--- config.mk ---
export PLATFORM = sky130hd
export DESIGN_NAME = ptw_top
export DESIGN_NICKNAME = d
export VERILOG_FILES = /design/src/verilog/ptw_pkg.sv /design/src/verilog/ptw_div.sv /design/src/verilog/ptw_top.sv
export SDC_FILE = /design/constraint.sdc
export NUM_CORES = 1
export LEC_CHECK = 0
export BUFFER_PORTS_ARGS = -buffer_cell sky130_fd_sc_hd__buf_4
export CAP_MARGIN = 20
export CORE_MARGIN = 8
export CORE_UTILIZATION = 59
export DETAILED_ROUTE_END_ITERATION = 8
export MAX_ROUTING_LAYER = met4
export PLACE_DENSITY = 0.83
export SLEW_MARGIN = 20
export SYNTH_ARGS = -nofsm -noshare
export SYNTH_HDL_FRONTEND = slang
export SYNTH_SLANG_ARGS = --single-unit
--- constraint.sdc ---
create_clock -name MCLK -period 2.95 [get_ports MCLK]
set_clock_uncertainty 0.05 [all_clocks]
set_input_delay 0.1475 -clock MCLK [delete_from_list [all_inputs] [get_ports MCLK]]
set_output_delay 0.1475 -clock MCLK [all_outputs]
set_load 0.02 [all_outputs]
--- src/verilog/ptw_pkg.sv ---
// Constants, types and register layout of the periodic wake-up timer.
// Assumes a 32-bit APB master and oscillator levels synchronous to MCLK.
package ptw_pkg;

    // ==========================================================
    // Register offsets (byte addresses).
    localparam logic [7:0]  OFS_CTRL     = 8'h04;
    localparam logic [7:0]  OFS_STATUS   = 8'h08;
    localparam logic [7:0]  OFS_COUNT    = 8'h0C;
    localparam logic [7:0]  OFS_WSTAT    = 8'h10;
    localparam logic [7:0]  OFS_WREQ_EN  = 8'h14;
    localparam logic [7:0]  OFS_WRISE_EN = 8'h18;

    // ==========================================================
    // Reset values.
    localparam logic [31:0] CTRL_RESET   = 32'h0000_0000;
    localparam logic [2:0]  STAT_RESET   = 3'h0;
    localparam logic [31:0] WAKE_RESET   = 32'h0000_0000;

    // ==========================================================
    // Field positions.
    localparam int unsigned ST_PER_BIT   = 0;
    localparam int unsigned ST_LONG_BIT  = 1;
    localparam int unsigned ST_ROV_BIT   = 2;
    localparam int unsigned WK_PER_BIT   = 0;
    localparam int unsigned WK_LONG_BIT  = 1;
    localparam int unsigned WK_EXT_BASE  = 2;
    localparam int unsigned LONG_LO      = 10;
    localparam int unsigned LONG_W       = 12;
    localparam int unsigned PER_W        = 10;

    // ==========================================================
    // Prescaler ratios.
    localparam int unsigned PRESCALE_A   = 512;
    localparam int unsigned PRESCALE_B   = 32;

    // Counter clock source codes.
    typedef enum logic [1:0] {
        SRC_XTAL = 2'b00,
        SRC_SLOW = 2'b01,
        SRC_FAST = 2'b10,
        SRC_RSVD = 2'b11
    } ptw_src_e;

    // Control register layout, most significant field first.
    typedef struct packed {
        logic                counter_enable_bit;
        logic                long_alarm_irq_enable;
        logic                debug_freeze_enable;
        logic                rollover_enable;
        logic [LONG_W-1:0]   long_alarm_compare;
        logic                periodic_alarm_enable;
        logic                periodic_alarm_irq_enable;
        ptw_src_e            clock_source_select;
        logic                prescale_512_enable;
        logic                prescale_32_enable;
        logic [PER_W-1:0]    periodic_compare;
    } ptw_ctrl_s;

    // One-cycle timer events.
    typedef struct packed {
        logic rollover;
        logic long_alarm;
        logic periodic;
    } ptw_evt_s;

endpackage : ptw_pkg

--- src/verilog/ptw_div.sv ---
// Tick prescaler that passes one tick in DIV, or all ticks when bypassed.
// Assumes tick_in is a one-cycle pulse in the MCLK domain.
`timescale 1ns/1ps
module ptw_div #(
    parameter int unsigned DIV = 512
) (
    // Clock, reset and freeze.
    input  wire logic clk,
    input  wire logic rst,
    input  wire logic ce,
    // Tick path.
    input  wire logic bypass,
    input  wire logic tick_in,
    output logic      tick_out
);

    localparam int unsigned     CW   = $clog2(DIV);
    localparam logic [CW-1:0]   LAST = CW'(DIV - 1);

    // ==========================================================
    // Refuse ratios the counter cannot express.
    generate
        if (DIV < 2)
        begin : g_chk
            $error("ptw_div needs DIV of at least 2");
        end
    endgenerate

    logic [CW-1:0] cnt_r;
    logic          wrap;

    // Last input tick of each group of DIV.
    assign wrap     = tick_in & (cnt_r == LAST);
    assign tick_out = bypass ? tick_in : wrap;

    // Count input ticks while the divider is in the path.
    always_ff @(posedge clk or posedge rst)
    begin
        if (rst)
            cnt_r <= '0;
        else if (ce && tick_in && !bypass)
            cnt_r <= wrap ? '0 : CW'(cnt_r + 1'b1);
    end

endmodule : ptw_div

--- src/verilog/ptw_top.sv ---
// Periodic wake-up timer: free-running counter, long and periodic alarms,
// rollover, timer status and a small wake unit, all behind an APB slave.
// Assumes RST is the power-up reset and all inputs are synchronous to MCLK.
`timescale 1ns/1ps
module ptw_top
    import ptw_pkg::*;
#(
    parameter int unsigned ADDR_W = 8,
    parameter int unsigned N_EXT  = 2
) (
    // Clock, reset, clock enable.
    input  wire logic              MCLK,
    input  wire logic              RST,
    input  wire logic              CE,
    // APB slave.
    input  wire logic              PSEL,
    input  wire logic              PENABLE,
    input  wire logic              PWRITE,
    input  wire logic [ADDR_W-1:0] PADDR,
    input  wire logic [31:0]       PWDATA,
    input  wire logic [3:0]        PSTRB,
    output logic [31:0]            PRDATA,
    output logic                   PREADY,
    output logic                   PSLVERR,
    // Oscillator levels.
    input  wire logic              SLOW_XTAL_OSC,
    input  wire logic              SLOW_INT_OSC,
    input  wire logic              FAST_INT_OSC,
    // Debug state.
    input  wire logic              DEBUG_MODE,
    // External wake inputs.
    input  wire logic [N_EXT-1:0]  EXT_WAKE,
    // Wake and interrupt requests.
    output logic [1:0]             TIMER_WAKE,
    output logic                   WAKE_REQ,
    output logic                   LONG_IRQ,
    output logic                   PERIODIC_IRQ
);

    localparam int unsigned WK_W = N_EXT + WK_EXT_BASE;

    // ==========================================================
    // Elaboration checks.
    generate
        if (ADDR_W < 5 || ADDR_W > 32 || N_EXT < 1 || N_EXT > 30)
        begin : g_chk
            $error("ptw_top parameters out of range");
        end
    endgenerate

    // ==========================================================
    // Declarations.
    ptw_ctrl_s         ctrl_r, ctrl_nxt;
    logic [2:0]        stat_r, stat_nxt;
    logic [WK_W-1:0]   wstat_r, wstat_nxt, wreq_en_r, wrise_en_r;
    logic [WK_W-1:0]   wline, wline_prev_r, wrise;
    logic [31:0]       prdata_r, rd_val, mask, clr;
    logic              hit_ctrl, hit_stat, hit_cnt, hit_wstat, hit_wreq, hit_wrise;
    logic              mapped, wr, tmr_arst, tmr_rst;
    logic [1:0]        rsync_r;
    logic              src_lvl, src_prev_r, src_tick, tick_a, tick_b, cnt_tick;
    logic [31:0]       cnt_r, cnt_inc;
    logic [PER_W-1:0]  pv_s1_r, pv_s2_r, per_pt_r;
    logic              per_arm, per_act_r, per_hit, long_hit, rov_hit;
    ptw_evt_s          evt_r;
    logic [1:0]        tw_r;
    logic              wake_req_r, long_irq_r, per_irq_r;

    // ==========================================================
    // APB decode; a frozen clock enable stretches the access phase.
    assign hit_ctrl  = (PADDR == ADDR_W'(OFS_CTRL));
    assign hit_stat  = (PADDR == ADDR_W'(OFS_STATUS));
    assign hit_cnt   = (PADDR == ADDR_W'(OFS_COUNT));
    assign hit_wstat = (PADDR == ADDR_W'(OFS_WSTAT));
    assign hit_wreq  = (PADDR == ADDR_W'(OFS_WREQ_EN));
    assign hit_wrise = (PADDR == ADDR_W'(OFS_WRISE_EN));
    assign mapped    = hit_ctrl | hit_stat | hit_cnt | hit_wstat | hit_wreq | hit_wrise;
    assign wr        = PSEL & PENABLE & PWRITE & CE & mapped;
    assign PREADY    = CE;
    assign PSLVERR   = PSEL & PENABLE & ~mapped;
    assign PRDATA    = prdata_r;

    // Byte strobes widened to a bit mask; write-one-clear pattern.
    assign mask = {{8{PSTRB[3]}}, {8{PSTRB[2]}}, {8{PSTRB[1]}}, {8{PSTRB[0]}}};
    assign clr  = PWDATA & mask;

    // Read value of the addressed register; unmapped reads as zero.
    always_comb
    begin
        rd_val = 32'h0000_0000;
        if (hit_ctrl)
            rd_val = ctrl_r;
        else if (hit_stat)
            rd_val = {29'h0, stat_r};
        else if (hit_cnt)
            rd_val = cnt_r;
        else if (hit_wstat)
            rd_val = 32'(wstat_r);
        else if (hit_wreq)
            rd_val = 32'(wreq_en_r);
        else if (hit_wrise)
            rd_val = 32'(wrise_en_r);
    end

    // Read data is captured in the setup phase and held for the access.
    always_ff @(posedge MCLK or posedge RST)
    begin
        if (RST)
            prdata_r <= 32'h0000_0000;
        else if (CE && PSEL && !PENABLE && !PWRITE)
            prdata_r <= rd_val;
    end

    // ==========================================================
    // Control register with byte-lane merge.
    assign ctrl_nxt = (ctrl_r & ~mask) | (PWDATA & mask);

    // Control register, cleared only by the power-up reset.
    always_ff @(posedge MCLK or posedge RST)
    begin
        if (RST)
            ctrl_r <= CTRL_RESET;
        else if (wr && hit_ctrl)
            ctrl_r <= ctrl_nxt;
    end

    // Wake unit enable registers.
    always_ff @(posedge MCLK or posedge RST)
    begin
        if (RST)
        begin
            wreq_en_r  <= WK_W'(WAKE_RESET);
            wrise_en_r <= WK_W'(WAKE_RESET);
        end
        else if (wr)
        begin
            if (hit_wreq)
                wreq_en_r <= (wreq_en_r & ~WK_W'(mask)) | WK_W'(PWDATA & mask);
            if (hit_wrise)
                wrise_en_r <= (wrise_en_r & ~WK_W'(mask)) | WK_W'(PWDATA & mask);
        end
    end

    // ==========================================================
    // Timer reset: asserted at once by RST or a cleared enable,
    // released two clocks later so the counter logic leaves reset cleanly.
    assign tmr_arst = RST | ~ctrl_r.counter_enable_bit;

    // Release synchroniser for the timer reset.
    always_ff @(posedge MCLK or posedge tmr_arst)
    begin
        if (tmr_arst)
            rsync_r <= 2'b11;
        else if (CE)
            rsync_r <= {rsync_r[0], 1'b0};
    end

    // Only the power-up reset or a cleared enable resets the counter.
    assign tmr_rst = rsync_r[1];

    // ==========================================================
    // Counter clock source selection.
    always_comb
    begin
        unique case (ctrl_r.clock_source_select)
            SRC_XTAL: src_lvl = SLOW_XTAL_OSC;
            SRC_SLOW: src_lvl = SLOW_INT_OSC;
            SRC_FAST: src_lvl = FAST_INT_OSC;
            SRC_RSVD: src_lvl = 1'b0;
        endcase
    end

    // Rising edge of the selected oscillator makes one source tick.
    always_ff @(posedge MCLK or posedge tmr_rst)
    begin
        if (tmr_rst)
            src_prev_r <= 1'b0;
        else if (CE)
            src_prev_r <= src_lvl;
    end

    assign src_tick = src_lvl & ~src_prev_r;

    // Divide-by-512 stage, bypassed when its enable is clear.
    ptw_div #(
        .DIV (PRESCALE_A)
    ) u_div_a (
        .clk      (MCLK),
        .rst      (tmr_rst),
        .ce       (CE),
        .bypass   (~ctrl_r.prescale_512_enable),
        .tick_in  (src_tick),
        .tick_out (tick_a)
    );

    // Divide-by-32 stage, cascaded behind the first one.
    ptw_div #(
        .DIV (PRESCALE_B)
    ) u_div_b (
        .clk      (MCLK),
        .rst      (tmr_rst),
        .ce       (CE),
        .bypass   (~ctrl_r.prescale_32_enable),
        .tick_in  (tick_a),
        .tick_out (tick_b)
    );

    // Debug freeze withholds counter ticks so the count is held.
    assign cnt_tick = tick_b & ~(DEBUG_MODE & ctrl_r.debug_freeze_enable);

    // ==========================================================
    // Shared 32-bit free-running counter.
    assign cnt_inc = cnt_r + 32'h0000_0001;

    // Counter advances on each counter tick and wraps naturally.
    always_ff @(posedge MCLK or posedge tmr_rst)
    begin
        if (tmr_rst)
            cnt_r <= 32'h0000_0000;
        else if (CE && cnt_tick)
            cnt_r <= cnt_inc;
    end

    // ==========================================================
    // Periodic compare value carried over two counter ticks.
    always_ff @(posedge MCLK or posedge tmr_rst)
    begin
        if (tmr_rst)
        begin
            pv_s1_r <= '0;
            pv_s2_r <= '0;
        end
        else if (CE && cnt_tick)
        begin
            pv_s1_r <= ctrl_r.periodic_compare;
            pv_s2_r <= pv_s1_r;
        end
    end

    // Periodic function runs only when enabled with a nonzero value.
    assign per_arm = ctrl_r.periodic_alarm_enable & (pv_s2_r != '0);

    // Match on the low counter bits reaching the next compare point.
    assign per_hit = cnt_tick & per_act_r & per_arm & (cnt_inc[PER_W-1:0] == per_pt_r);

    // Compare point: seeded once armed, advanced by the value on each match.
    always_ff @(posedge MCLK or posedge tmr_rst)
    begin
        if (tmr_rst)
        begin
            per_act_r <= 1'b0;
            per_pt_r  <= '0;
        end
        else if (CE && cnt_tick)
        begin
            if (!per_arm)
                per_act_r <= 1'b0;
            else if (!per_act_r)
            begin
                per_act_r <= 1'b1;
                per_pt_r  <= PER_W'(cnt_r[PER_W-1:0] + pv_s2_r);
            end
            else if (per_hit)
                per_pt_r <= PER_W'(per_pt_r + pv_s2_r);
        end
    end

    // Long alarm when counter bits 21..10 enter the compare value.
    assign long_hit = cnt_tick
                    & (cnt_inc[LONG_LO+LONG_W-1:0] == {ctrl_r.long_alarm_compare, 10'h000});

    // Rollover from all ones to zero.
    assign rov_hit = cnt_tick & ctrl_r.rollover_enable & (&cnt_r);

    // Event pulses and the timer wake lines, straight from the match logic.
    always_ff @(posedge MCLK or posedge tmr_rst)
    begin
        if (tmr_rst)
        begin
            evt_r <= '0;
            tw_r  <= 2'b00;
        end
        else if (CE)
        begin
            evt_r <= '{rollover: rov_hit, long_alarm: long_hit, periodic: per_hit};
            tw_r  <= {long_hit | rov_hit, per_hit};
        end
    end

    assign TIMER_WAKE = tw_r;

    // ==========================================================
    // Timer status: hardware set wins over a write-one clear.
    always_comb
    begin
        stat_nxt = stat_r;
        if (wr && hit_stat)
            stat_nxt = stat_r & ~clr[2:0];
        stat_nxt[ST_PER_BIT]  = stat_nxt[ST_PER_BIT]  | evt_r.periodic;
        stat_nxt[ST_LONG_BIT] = stat_nxt[ST_LONG_BIT] | evt_r.long_alarm;
        stat_nxt[ST_ROV_BIT]  = stat_nxt[ST_ROV_BIT]  | evt_r.rollover;
    end

    // Timer status register.
    always_ff @(posedge MCLK or posedge RST)
    begin
        if (RST)
            stat_r <= STAT_RESET;
        else if (CE)
            stat_r <= stat_nxt;
    end

    // ==========================================================
    // Wake unit: timer lines and external inputs flagged on rising edges.
    assign wline = {EXT_WAKE, tw_r[WK_LONG_BIT], tw_r[WK_PER_BIT]};
    assign wrise = wline & ~wline_prev_r;

    // Wake status: edge set wins over write-one clear, zero leaves flags.
    always_comb
    begin
        wstat_nxt = wstat_r;
        if (wr && hit_wstat)
            wstat_nxt = wstat_r & ~WK_W'(clr);
        wstat_nxt = wstat_nxt | (wrise & wrise_en_r);
    end

    // Wake flags, line history and the wake request.
    always_ff @(posedge MCLK or posedge RST)
    begin
        if (RST)
        begin
            wline_prev_r <= '0;
            wstat_r      <= WK_W'(WAKE_RESET);
            wake_req_r   <= 1'b0;
        end
        else if (CE)
        begin
            wline_prev_r <= wline;
            wstat_r      <= wstat_nxt;
            wake_req_r   <= |(wstat_nxt & wreq_en_r);
        end
    end

    assign WAKE_REQ = wake_req_r;

    // ==========================================================
    // Interrupts follow the status flags one clock after the wake request.
    always_ff @(posedge MCLK or posedge RST)
    begin
        if (RST)
        begin
            long_irq_r <= 1'b0;
            per_irq_r  <= 1'b0;
        end
        else if (CE)
        begin
            long_irq_r <= ctrl_r.long_alarm_irq_enable
                        & (stat_r[ST_LONG_BIT] | stat_r[ST_ROV_BIT]);
            per_irq_r  <= ctrl_r.periodic_alarm_irq_enable & stat_r[ST_PER_BIT];
        end
    end

    assign LONG_IRQ     = long_irq_r;
    assign PERIODIC_IRQ = per_irq_r;

endmodule : ptw_top

Yosys cells after proc, flatten, opt, wreduce, memory -nomap -nowiden
Index checks and enable logic that the tools add are counted.
{ "op_classes": {"addsub": 5, "n_eq_ne": 14, "muxes": 16, "bitwise_logic": 52, "reduce_logical": 20} }
{ "ops": {"columns": ["operator", "count"], "rows": [
  ["$mux 32", 3],
  ["$and 32x32->32", 2],
  ["$add 32x1->32 const B", 1],
  ["$not 32->32", 1],
  ["$or 32x32->32", 1],
  ["$reduce_and 32->1", 1],
  ["$and 4x4->4", 6],
  ["$eq 8x5->1 const B", 3],
  ["$eq 22x22->1", 1],
  ["$add 10x10->10", 2],
  ["$mux 10", 2],
  ["$and 1x1->1", 19],
  ["$eq 8x4->1 const B", 2],
  ["$mux 4", 4],
  ["$not 4->4", 3],
  ["$or 4x4->4", 3],
  ["$logic_and 1x1->1", 11],
  ["$or 1x1->1", 11],
  ["$eq 10x10->1", 1],
  ["$reduce_bool 10->1", 1],
  ["$add 9x1->9 const B", 1],
  ["$eq 9x9->1 const B", 1],
  ["$mux 9", 1],
  ["$eq 8x3->1 const B", 1],
  ["other kinds (17)", 25]
]} }
{ "totals": {"register_bits": 171, "in_bits": 56, "out_inout_bits": 39, "elab_cells": 140} }

Logic depth before layout (Yosys ltp)
Gate-level depths: netlist (run 1).
{ "depth": {"ltp_word": 13, "ltp_mapped": 14, "ltp_nobuf": 12} }

Modules after synthesis
From an unflattened synthesis (run 1), not the netlist that was laid out.
{ "unflattened": {"cells_unflattened": 881, "area_unflattened_um2": 8914.8} }
{ "modules_own_cells": {"columns": ["mod", "n_inst", "cells_per_inst", "area_each_um2"], "rows": [
  ["ptw_top", 1, 804, 8131.5],
  ["ptw_div (u_div_a)", 1, 51, 506.7],
  ["ptw_div (u_div_b)", 1, 26, 276.5]
]} }

Worst setup path before layout (run 1)
Ideal clock, no wire load.
{ "synth_path": {"path_type": "register to register", "start": "register per_act_r", "end": "register per_pt_r[9]", "setup_time_ns": 0.069, "arrival_time_ns": 2.927, "required_ns": 2.831, "slack_ns": -0.096, "stages_incl_launch_ff": 13, "path_buffers": 2, "period_less_slack_ns": 3.046, "cell_sequence": "dfrtp_1 > clkbuf_1 > clkbuf_1 > o21a_1 > inv_1 > ha_1 > a211oi_1 > o21bai_1 > a2111oi_0 > o21ai_0 > xnor2_1 > or4_1 > nand3_1"} }
{ "synth_via": {"elab_chain_cells": 5} }
{ "synth_rtl": {"columns": ["element", "line_no", "source"], "rows": [
  ["start: declaration", "ptw_top.sv:64", "logic per_arm, per_act_r, per_hit, long_hit, rov_hit;"],
  ["start signal: assignment", "ptw_top.sv:251", "per_act_r <= 1'b0;"],
  ["start signal: assignment", "ptw_top.sv:257", "per_act_r <= 1'b0;"],
  ["start signal: assignment", "ptw_top.sv:260", "per_act_r <= 1'b1;"],
  ["$and 1x1->1 (3 in a row)", "ptw_top.sv:244", "assign per_hit = cnt_tick & per_act_r & per_arm & (cnt_inc[PER_W-1:0] == per_pt_r);"],
  ["$ne 2x1->1 (no source line)", null, null],
  ["$reduce_and 3->1 (no source line)", null, null],
  ["end signal: assignment", "ptw_top.sv:261", "per_pt_r <= PER_W'(cnt_r[PER_W-1:0] + pv_s2_r);"],
  ["end signal: assignment", "ptw_top.sv:264", "per_pt_r <= PER_W'(per_pt_r + pv_s2_r);"],
  ["end: declaration", "ptw_top.sv:63", "logic [PER_W-1:0] pv_s1_r, pv_s2_r, per_pt_r;"]
]} }
Parallel ways exist; a longest one is shown, timed or not.
A chain may end at the register's enable or synchronous reset.

Final worst setup path (run 1)
{ "layout_path": {"start": "register u_div_a.cnt_r[0]", "end": "register per_pt_r[4]"} }
{ "layout_via": {"elab_chain_cells": 11} }
{ "layout_rtl": {"columns": ["element", "line_no", "source"], "rows": [
  ["start: declaration", "ptw_div.sv:29", "logic [CW-1:0] cnt_r;"],
  ["start signal: assignment", "ptw_div.sv:42", "cnt_r <= wrap ? '0 : CW'(cnt_r + 1'b1);"],
  ["$eq 9x9->1 (*)", "ptw_div.sv:33", "assign wrap = tick_in & (cnt_r == LAST);"],
  ["$and 1x1->1 (*)", "ptw_div.sv:33", null],
  ["$mux 1 (*)", "ptw_div.sv:34", "assign tick_out = bypass ? tick_in : wrap;"],
  ["$and 1x1->1", "ptw_div.sv:33", null],
  ["$mux 1 (*)", "ptw_div.sv:34", null],
  ["$and 1x1->1 (*)", "ptw_top.sv:209", "assign cnt_tick = tick_b & ~(DEBUG_MODE & ctrl_r.debug_freeze_enable);"],
  ["$and 1x1->1 (3 in a row)", "ptw_top.sv:244", null],
  ["$ne 2x1->1 (no source line)", null, null],
  ["$reduce_and 3->1 (no source line) (*)", null, null]
]} }
Every way passes the cells marked *; elsewhere a longest branch is shown, timed or not.

==> results of run 1 <==
## layout make-up
class | count | share of cell area
Tap cell | 184 | 0.02140
Multi-Input combinational cell | 630 | 0.3910
Timing Repair Buffer | 167 | 0.1282
Clock buffer | 23 | 0.04349
Clock inverter | 9 | 0.01302
Sequential cell | 170 | 0.3957
Inverter | 20 | 0.007210
## layer usage
layer	GRT usage	wire, microns	share of wire	up-vias
li1	-	-	-	3320
met1	0.3465	10050	0.41	3603
met2	0.4259	11680	0.48	393
met3	0.05507	1662	0.068	86
met4	0.1261	979	0.040	0
met5	-	0	0	-
## cells in the mapped netlist, types with 3 or more instances
cell type | count | area share
a21oi_1 | 46 | 0.027
buf_2 | 6 | 0.0035
a31oi_1 | 11 | 0.0079
nor3_1 | 13 | 0.0075
o31ai_1 | 4 | 0.0035
o21ai_0 | 44 | 0.025
ha_1 | 14 | 0.020
o211ai_1 | 4 | 0.0035
a21o_1 | 6 | 0.0052
nand2b_1 | 8 | 0.0058
dfrtp_1 | 168 | 0.48
mux2i_1 | 4 | 0.0046
clkbuf_1 | 30 | 0.013
xnor2_1 | 43 | 0.043
nor3b_1 | 3 | 0.0026
buf_1 | 4 | 0.0017
and3_1 | 9 | 0.0065
and3b_1 | 4 | 0.0040
mux2_4 | 8 | 0.014
nor2_1 | 69 | 0.030
and4_1 | 4 | 0.0040
nand3_1 | 25 | 0.014
a21boi_0 | 4 | 0.0035
a22oi_1 | 33 | 0.029
nor2b_1 | 6 | 0.0043
xor2_1 | 29 | 0.029
o21a_1 | 4 | 0.0035
nor4_1 | 5 | 0.0036
nand4_1 | 14 | 0.010
mux2_2 | 54 | 0.070
inv_1 | 20 | 0.0086
and2_1 | 6 | 0.0043
buf_4 | 4 | 0.0035
nand2_1 | 120 | 0.052
## per-stage QoR
| step | TNS, ns | hold WS, ns | power (uW) | setup slack, ns |
|---|---|---|---|---|
| floorplan | 0 | 0.1020 | 3182 | 0.04590 |
| global placement | 0 | 0.1598 | 3536 | 0.08384 |
| detailed placement | -0.02523 | 0.1643 | 3565 | -0.02523 |
| CTS | 0 | 0.008599 | 5900 | 0.01107 |
| global route | -0.2717 | 0.03616 | 6112 | -0.03157 |
| finish | 0 | 0.02874 | 5927 | 0.1074 |
## logic make-up (layout without fill, tap and decap cells)
kind of cell    Yosys count  after routing  share of synthesized area
xor+xnor                 73             73                    0.07536
fa+ha+maj                15             15                    0.02248
simple gates            302            302                     0.1659
buf+inv                  66            219                    0.03285
mux                      66             66                    0.08847
compound gates          174            174                     0.1248
flops                   170            170                     0.4902
## power by group through the flow
| stage | Combinational (uW) | Clock, uW | Sequential [uW] |
|---|---|---|---|
| finish | 1010 | 2320 | 2600 |
| global route | 1080 | 2420 | 2620 |
| CTS | 984 | 2330 | 2590 |
| detailed placement | 936 | 0 | 2630 |
| global placement | 914 | 0 | 2620 |
| floorplan | 491 | 0 | 2690 |
## how the worst max path moves through the flow
stage	start	to	slack, ns
after floorplan	u_div_a.cnt_r[0]	per_pt_r[0]	0.05
after global placement	u_div_a.cnt_r[0]	per_pt_r[9]	0.08
after detailed placement	u_div_a.cnt_r[0]	per_pt_r[9]	-0.03
after CTS	u_div_a.cnt_r[0]	per_pt_r[9]	0.01
after global routing	u_div_a.cnt_r[0]	per_pt_r[4]	-0.03
final	u_div_a.cnt_r[0]	per_pt_r[4]	0.11
## what timing repair did
| item | in CTS | in global routing |
|---|---|---|
| hold buffers | 35 | 0 |
| endpoints found under the hold margin | 133 | 0 |
| gates cloned | 0 | 0 |
| setup endpoints to repair | 3 | 19 |
| gates resized for setup | 1 | 14 |
| pin swaps | 0 | 7 |
| setup buffers | 0 | 6 |
## worst min-delay path, delay by kind of cell
family | cells | cell delay, ns
compound gates | 1 | 0.14
buf+inv | 1 | 0.09
simple gates | 1 | 0.09
==> impl_metrics.csv, run 1 <==
group,metric,value,unit
synth,ys_seq_area_frac,0.4902,
final_layout,area_delta_synth_final,23.91,%
worst_setup_path,critPathBufInv,2,
worst_setup_path,crit_path_start_kind,"flip-flop",
clock_tree,cts.sinks,170,
worst_setup_path,worst_ep_arrival_time,3.10,ns
routing,detail_route.vias_per_cell,6.153,
global_route,grt_pass1_vias,7468,
timing,timing.slew.headroom,0.5293,
power,clock_power_share,0.391,
routing,wl_per_cell,20.26,microns
synth,synth_seq_cells,170,
worst_setup_path,cpMostUsedCell,"and3_4",
placed_design,place_area,9704,sq um
power,p_leak,0.005119,uW
worst_setup_path,path_delay_family,"simple AND/OR/NAND/NOR gates",
floorplan,die-area,18860,sq um
final_layout,fin_nets,1077,
clock_tree,path_clk_slew,0.07,ns
timing,fin_crit,2.843,ns
worst_setup_path,cp_slowest_cell,"dfrtp_1",
floorplan,die_w,137.3,microns
final_layout,nFillCells,954,
routing,drt_iter0_drc,693,
clock_tree,cts_made_buffers,17,
final_layout,regArea,4258,sq um
outcome,outcome,"finished, final reports clean",
routing,drc,0,
worst_setup_path,worst-endpoint-required,3.21,ns
worst_setup_path,r2r-start,"u_div_a.cnt_r[0]",
power,power.density,550.9,nW/um^2
final_layout,design_area,10760,sq um
final_layout,antenna_cells,0,
routing,postRouteAntennaNets,0,
placed_design,post-dp-hpwl,16060,microns
global_route,grt_start_max_net_pins,87,
worst_setup_path,crit_path_max_fanout,5,
clock_tree,cts_max_level,4,
worst_setup_path,rr_worst_depth,13,
timing,fmaxAchievable,351.8,MHz
hold_path,holdPathStages,3,
clock_tree,clockBufferDepth,2,
final_layout,final_util,0.7431,
timing,slew_viol_final,0,
power,switching_power,1615,uW
placed_design,io_buffers,94,
worst_setup_path,cpPeakStageDelay,0.36,ns
synth,synthesis.area,8683,sq um
global_route,track_usage,0.2760,
power,seqPwrFrac,0.439,
final_layout,fin_cells,1203,
routing,first_pass_iters,5,
power,ir_worst_vdd,0.0004176,V
final_layout,final_common_cell,"dfrtp_1",
synth,synthCells,866,
clock_tree,cts-root-buf,"clkbuf_16",
clock_tree,worstSkewPairLatency,0.43,ns
routing,routed_wl,24370,microns
global_route,grt_pass1_wl,39170,microns
timing,hold_violations,0,
worst_setup_path,cp.depth,13,
power,switching_share,0.2724,
floorplan,pin_count,95,
synth,ys_warn_count,0,
global_route,grt_overflow,0,
power,p_int,4312,uW
routing,num_vias,7402,
final_layout,multi_input_area,4207,sq um
synth,synth_ff_type,"dfrtp_1",
synth,syn_area_per_cell,10.03,sq um
placed_design,gp_congestion,0.9428,
clock_tree,cts_tree,"yes",
hold_path,min_to,"PRDATA[28]",
timing,finalSetupViolCount,0,
synth,synthArstFlopShare,1.000,
floorplan,rows,44,
synth,synth.distinct_cells,66,
worst_setup_path,crit_type,"flip-flop to flip-flop",
placed_design,placed_cells,1130,
timing,post-route-period-util,0.9636,
flow_run,cap_violations,0,
power,combPwrFrac,0.170,
global_route,antenna_found_initial,0,
timing,worst_pin_slew,0.7007,ns
floorplan,coreArea,14480,sq um
final_layout,layout_common_cells,"dfrtp_1 (167), buf_4 (129), nand2_1 (120)",
worst_setup_path,crit_chain,"ha_2 > and3_4 > and3_4 > and3_4 > ha_4 > inv_1 > a21oi_2 > and2_4 > and4b_1 > nand4_1 > a21o_1 > buf_4 > mux2_4",
worst_setup_path,worstSetupEndpointType,"flip-flop",
synth,syn-num-nets,937,
worst_setup_path,timing.rr.end,"per_pt_r[4]",
synth,synth_edf_count,0,
final_layout,drive_above_1_share,0.2434,
floorplan,initial_core_util,0.5997,
worst_setup_path,rrSetupSlack,0.11,ns
floorplan,die_h,137.3,microns
hold_path,worstHoldStart,"PWRITE",
hold_path,min_path_type,"input port to flip-flop",
Note: power is estimated with default switching activity, not from simulation.
==> inputs of run 2 (changes only) <==
--- a/config.mk
+++ b/config.mk
@@ -8,10 +8,11 @@
 export BUFFER_PORTS_ARGS = -buffer_cell sky130_fd_sc_hd__buf_4
 export CAP_MARGIN = 20
 export CORE_MARGIN = 8
-export CORE_UTILIZATION = 59
+export CORE_UTILIZATION = 41
+export CTS_CLUSTER_DIAMETER = 40
 export DETAILED_ROUTE_END_ITERATION = 8
 export MAX_ROUTING_LAYER = met4
-export PLACE_DENSITY = 0.83
+export PLACE_DENSITY = 0.62
 export SLEW_MARGIN = 20
 export SYNTH_ARGS = -nofsm -noshare
 export SYNTH_HDL_FRONTEND = slang
==> run 2 against run 1 <==
Against the previous run:
- flip-flop and latch count is the same
- largest cell class unchanged
- combinational power hardly changed
- highest routed layer unchanged
- first-iteration DRC count is 22% lower
==> impl_metrics.csv, run 2 (synthesis gave the netlist of run 1 again) <==
group,metric,value,unit
outcome,outcome,"finished, final reports clean",
timing,fin_crit,2.910,ns
timing,slew_viol_final,0,
worst_setup_path,rrSetupSlack,0.04,ns
routing,num_vias,6866,
global_route,antenna_found_initial,0,
floorplan,die_w,161.5,microns
global_route,use_met1,0.2458,
clock_tree,worstSkewPairLatency,0.43,ns
timing,fmaxAchievable,343.6,MHz
worst_setup_path,cp_slowest_cell,"or4_4",
floorplan,pin_count,95,
routing,drc,0,
worst_setup_path,crit_type,"flip-flop to flip-flop",
placed_design,gp_congestion,0.9071,
final_layout,design_area,10880,sq um
worst_setup_path,cpPeakStageDelay,0.54,ns
worst_setup_path,worst-endpoint-required,3.26,ns
final_layout,drive_above_1_share,0.2468,
power,p_leak,0.005147,uW
worst_setup_path,crit_path_max_fanout,3,
timing,hold_violations,0,
worst_setup_path,r2r-start,"u_div_a.cnt_r[1]",
global_route,grt_start_max_net_pins,83,
routing,detail_route.vias_per_cell,5.298,
final_layout,area_delta_synth_final,25.32,%
power,ir_worst_vdd,0.0004259,V
final_layout,fin_nets,1079,
timing,rsz0062_at_grt,"yes",
final_layout,final_common_cell,"dfrtp_1",
clock_tree,clockBufferDepth,2,
placed_design,post-dp-hpwl,16830,microns
clock_tree,cts_tree,"yes",
routing,postRouteAntennaNets,0,
hold_path,min_to,"rsync_r[0]",
clock_tree,cts-root-buf,"clkbuf_16",
clock_tree,cts_made_buffers,17,
worst_setup_path,rr_worst_depth,13,
worst_setup_path,timing.rr.end,"per_pt_r[9]",
floorplan,coreArea,20890,sq um
worst_setup_path,crit_chain,"ha_2 > and3_4 > and3_4 > and3_1 > ha_2 > inv_1 > a21oi_2 > and2_4 > and4b_1 > nand4_1 > buf_4 > or4_4 > nand3_2",
power,power,5871,uW
worst_setup_path,worstSetupEndpointType,"flip-flop",
floorplan,die_h,161.5,microns
global_route,grt_pass1_wl,37470,microns
hold_path,min_path_type,"input port to flip-flop",
timing,worst_pin_slew,0.8340,ns
clock_tree,path_clk_slew,0.07,ns
placed_design,io_buffers,94,
routing,first_pass_iters,5,
floorplan,die-area,26090,sq um
worst_setup_path,crit_path_start_kind,"flip-flop",
global_route,busiest_layer,"met2",
global_route,grt_overflow,0,
final_layout,layout_common_cells,"dfrtp_1 (168), buf_4 (129), nand2_1 (120)",
global_route,track_usage,0.1856,
final_layout,final_util,0.5209,
worst_setup_path,worst_ep_arrival_time,3.22,ns
timing,finalSetupViolCount,0,
timing,timing.slew.headroom,0.4440,
timing,post-route-period-util,0.9865,
global_route,use_met3,0.02825,
flow_run,cap_violations,0,
hold_path,holdPathStages,2,
final_layout,fin_cells,1296,
clock_tree,cts_max_level,4,
placed_design,placed_cells,1226,
timing,setup_tns,0,ns
routing,wl_per_cell,17.90,microns
power,power.density,539.5,nW/um^2
hold_path,worstHoldStart,"CE",
final_layout,nFillCells,1855,
global_route,grtUsageMet2,0.2914,
placed_design,place_area,9868,sq um
clock_tree,cts.sinks,170,
floorplan,initial_core_util,0.4157,
global_route,grt_pass1_vias,6947,
routing,drt_iter0_drc,541,
final_layout,antenna_cells,0,
routing,routed_wl,23200,microns
floorplan,rows,53,
[run 2: cell types whose count changed in the layout (fill, tap and decap cells not counted), sizes merged]
cell      previous run  this run
buf                132       134
inv                 19        25
clkbuf              23        19
bufinv               3         2
clkinvlp             2         3
clkinv               5         3
[run 2: repair_timing]
item,in CTS,in global routing
pin swaps,0,3
setup buffers,0,3
resized for setup,2,12
endpoints found under the hold margin,90,0
setup endpoints to repair,1,15
hold buffers,35,0
cloned,0,0
[run 2: cell type report]
type | instances | area (sq um) | area share
timing repair buffer | 169 | 1410 | 0.1296
tap | 275 | 344.1 | 0.03162
clock buffer | 19 | 442.9 | 0.04070
multi-input combinational | 630 | 4197 | 0.3856
sequential | 170 | 4257 | 0.3912
clock inverter | 13 | 153.9 | 0.01414
inverter | 20 | 77.57 | 0.007129
[run 2: worst max path at each step]
stage / endpoint / slack, ns / start
5_1_grt: per_pt_r[9] / -0.1 / u_div_a.cnt_r[1]
4_1_cts: per_pt_r[9] / 0.003 / cnt_r[1]
3_3_place_gp: per_pt_r[9] / 0.11 / u_div_a.cnt_r[0]
2_1_floorplan: per_pt_r[0] / 0.05 / u_div_a.cnt_r[0]
6_report: per_pt_r[9] / 0.04 / u_div_a.cnt_r[1]
3_5_place_dp: per_pt_r[9] / -0.03 / per_act_r
[run 2: metal layers]
| metal | vias up | routed length [microns] |
|---|---|---|
| met5 | - | 0 |
| met4 | 0 | 369 |
| met3 | 25 | 741 |
| met2 | 148 | 11180 |
| met1 | 3367 | 10910 |
| li1 | 3326 | - |
[run 2: power by group]
part / total, uW / switching [uW] / internal [uW]
sequential: 2580 / 107 / 2470
combinational: 998 / 542 / 456
clock: 2300 / 1000 / 1290
[run 2: stage by stage]
| stage | setup slack [ns] | hold slack, ns |
|---|---|---|
| finish | 0.03991 | 0.04741 |
| global placement | 0.1094 | 0.2641 |
| global route | -0.09748 | 0.05126 |
| CTS | 0.003151 | 0.02552 |
| floorplan | 0.04590 | 0.1020 |
| detailed placement | -0.03421 | 0.2508 |
[run 2: critical path: cells and delay by family (launching register included)]
family	cells	cell delay, ns
flip-flops	1	0.36
buffers and inverters	2	0.24
AO/OA/AOI/OAI	1	0.15
AND/OR/NAND/NOR	8	1.67
adder cells (fa/ha/maj)	2	0.37
==> inputs of run 3 (changes only) <==
--- a/config.mk
+++ b/config.mk
@@ -16,4 +16,5 @@
 export SLEW_MARGIN = 20
 export SYNTH_ARGS = -nofsm -noshare
 export SYNTH_HDL_FRONTEND = slang
+export SYNTH_HIERARCHICAL = 1
 export SYNTH_SLANG_ARGS = --single-unit
==> run 3 against run 2 <==
Against the previous run:
- combinational power fell by 35%
- flip-flop and latch count did not move
- register-to-register slack got worse by 0.03 ns
- worst hold slack improved by 0.027 ns
- routed wire length rose by 4.1%
- global-route usage rose by 0.55 points
- via count rose by 6.5%
- first-iteration DRC count fell by 13%
- non-clock buffer count rose by 23
- area after synthesis rose by 2.7%
- highest routed layer unchanged
==> impl_metrics.csv, run 3 <==
group,metric,value,unit
outcome,outcome,"finished, final reports clean",
synth,syn-num-nets,952,
final_layout,antenna_cells,0,
timing,rsz0062_at_grt,"yes",
hold_path,min_path_type,"input port to flip-flop",
synth,synthArstFlopShare,1.000,
worst_setup_path,crit_chain,"ha_2 > nand3_1 > nor2_1 > ha_2 > o21a_1 > o21a_1 > a21boi_4 > o211a_1 > nand4_1 > nor4b_2 > nand3_2 > a21oi_4 > buf_12 > mux2_4",
final_layout,drive_above_1_share,0.2623,
routing,routed_wl,24140,microns
power,switching_power,1377,uW
clock_tree,cts.sinks,170,
floorplan,rows,54,
global_route,antenna_found_initial,0,
synth,synthMuxAreaShare,0.08323,
synth,netlist_top_cells_area,"dfrtp_1 (47%), mux2_2 (6.2%), nand2_1 (4.8%), xnor2_1 (4.0%), a22oi_1 (2.6%)",
final_layout,design_area,11230,sq um
worst_setup_path,cp_slowest_cell,"dfrtp_1",
final_layout,fin_nets,1114,
clock_tree,cts_tree,"yes",
synth,synth_top_area_frac,0.4716,
worst_setup_path,cpPeakStageDelay,0.36,ns
placed_design,gp_congestion,0.8570,
clock_tree,clockBufferDepth,2,
synth,synth-xor-area-share,0.06091,
power,power.density,480.5,nW/um^2
worst_setup_path,path_delay_family,"simple AND/OR/NAND/NOR gates",
synth,synth_seq_cells,170,
timing,whs,0.07392,ns
clock_tree,cts_max_level,4,
worst_setup_path,worstSetupEndpointType,"flip-flop",
global_route,grt_overflow,0,
power,p_int,4019,uW
synth,synth_edf_count,0,
timing,setup_tns,0,ns
power,clock_power_share,0.413,
power,ir_worst_vdd,0.0003244,V
final_layout,regArea,4258,sq um
final_layout,fin_cells,1336,
routing,first_pass_iters,5,
global_route,grt_pass1_wl,39420,microns
synth,synth.distinct_cells,80,
final_layout,multi_input_area,4359,sq um
global_route,grt_pass1_vias,7269,
synth,yosys-top-cells-count,"dfrtp_1 (168), nand2_1 (114), nor2_1 (60)",
routing,detail_route.vias_per_cell,5.473,
timing,hold_violations,0,
global_route,grt_start_max_net_pins,65,
clock_tree,worstSkewPairLatency,0.43,ns
worst_setup_path,critPathBufInv,1,
final_layout,nFillCells,1988,
final_layout,layout_common_cells,"dfrtp_1 (167), buf_4 (151), nand2_1 (114)",
floorplan,die_w,163.5,microns
power,power,5396,uW
floorplan,initial_core_util,0.4136,
routing,drt_iter0_drc,470,
floorplan,die_h,163.5,microns
clock_tree,path_clk_slew,0.07,ns
routing,drc,0,
timing,fmaxAchievable,340.4,MHz
synth,synth_simple_gate_area_frac,0.1853,
placed_design,io_buffers,94,
placed_design,place_area,10220,sq um
synth,synth_top_family_by_area,"simple AND/OR/NAND/NOR gates",
worst_setup_path,crit_path_max_fanout,9,
synth,yosysMostFrequentCell,"dfrtp_1",
worst_setup_path,worst-endpoint-required,3.21,ns
worst_setup_path,crit_type,"flip-flop to flip-flop",
synth,synth_ff_type,"dfrtp_1",
synth,synthCells,881,
synth,ys_seq_area_frac,0.4775,
floorplan,coreArea,21550,sq um
synth,synthesis.area,8915,sq um
timing,worst_pin_slew,0.8774,ns
final_layout,final_common_cell,"dfrtp_1",
placed_design,post-dp-hpwl,17820,microns
synth,synth_compound_area_frac,0.1326,
power,p_leak,0.005238,uW
clock_tree,cts_made_buffers,17,
worst_setup_path,worst_ep_arrival_time,3.20,ns
timing,fin_crit,2.938,ns
floorplan,pin_count,95,
synth,ys_warn_count,6,
routing,num_vias,7312,
final_layout,area_delta_synth_final,25.98,%
timing,slew_viol_final,0,
global_route,track_usage,0.1912,
placed_design,placed_cells,1264,
worst_setup_path,crit_path_start_kind,"flip-flop",
timing,post-route-period-util,0.9958,
synth,syn_area_per_cell,10.12,sq um
synth,synthAdderAreaFrac,0.02189,
flow_run,cap_violations,0,
synth,synth_top_area_cell,"dfrtp_1",
floorplan,die-area,26720,sq um
routing,wl_per_cell,18.07,microns
routing,postRouteAntennaNets,0,
timing,finalSetupViolCount,0,
power,combPwrFrac,0.120,
clock_tree,cts-root-buf,"clkbuf_16",
power,switching_share,0.2552,
timing,timing.slew.headroom,0.4151,
power,seqPwrFrac,0.467,
[run 3: cell types whose count changed in the layout (fill, tap and decap cells not counted), sizes merged, moves of 7 or more]
cell,delta
xor2,-8
o21ai,-13
nand3,+7
buf,+22
nor3,+11
[run 3: worst paths after layout]
kind                                  start               end  slack (ns)  depth (start not counted)
setup / recovery           u_div_a/cnt_r[1]       per_pt_r[0]        0.01                         14
hold / removal                 SLOW_INT_OSC        src_prev_r        0.07                          3
setup reg to reg           u_div_a/cnt_r[1]       per_pt_r[0]        0.01                         14
hold reg to reg                  rsync_r[1]  u_div_b/cnt_r[0]        0.13                          1
max in group asynchronous               RST        PRDATA[13]        1.76                          4
min in group asynchronous        rsync_r[1]  u_div_b/cnt_r[0]        0.13                          1
[run 3: kinds of logic (layout without fill, tap and decap cells)]
| family | after synthesis | in the layout |
|---|---|---|
| simple gates | 320 | 320 |
| compound gates | 177 | 177 |
| flops | 170 | 170 |
| buf+inv | 73 | 248 |
| mux | 64 | 64 |
| xor+xnor | 62 | 62 |
| fa+ha+maj | 15 | 15 |
[run 3: metal layers]
layer,GRT usage,share of wire
met1,0.2559,0.48
met2,0.2936,0.47
met3,0.03377,0.042
met4,0.05331,0.012
met5,-,0
[run 3: power groups by stage]
| stage | combinational, uW | sequential [uW] | clock [uW] |
|---|---|---|---|
| floorplan | 174 | 2670 | 0 |
| global placement | 600 | 2560 | 0 |
| detailed placement | 609 | 2560 | 0 |
| CTS | 650 | 2520 | 2280 |
| global route | 713 | 2530 | 2360 |
| finish | 648 | 2520 | 2230 |
[run 3: stage by stage]
stage | setup slack, ns | utilization
5_1_grt | -0.1554 | 0.5211
2_1_floorplan | 0.01560 | -
3_5_place_dp | -0.1159 | 0.4744
3_3_place_gp | -0.05139 | 0.4744
4_1_cts | 0.004635 | 0.5189
6_report | 0.01239 | 0.5211
[run 3: repair_timing]
item                                    CTS  global route
endpoints found under the setup margin   12            12
setup buffers                             1             3
pin swaps                                 2             3
hold buffers                             36             0
gates resized for setup                   3             8
endpoints found under the hold margin    93             0
[run 3: layout make-up]
cell class | count | area share
Sequential cell | 170 | 0.3791
Multi-Input combinational cell | 638 | 0.3881
Clock buffer | 19 | 0.03855
Timing Repair Buffer | 192 | 0.1419
Tap cell | 280 | 0.03119
Clock inverter | 13 | 0.01292
Inverter | 24 | 0.008133
[run 3: worst min-delay path, stage by stage]
cell and delay, ns:
buf_4 0.09, a31oi_1 0.11, a21oi_1 0.16
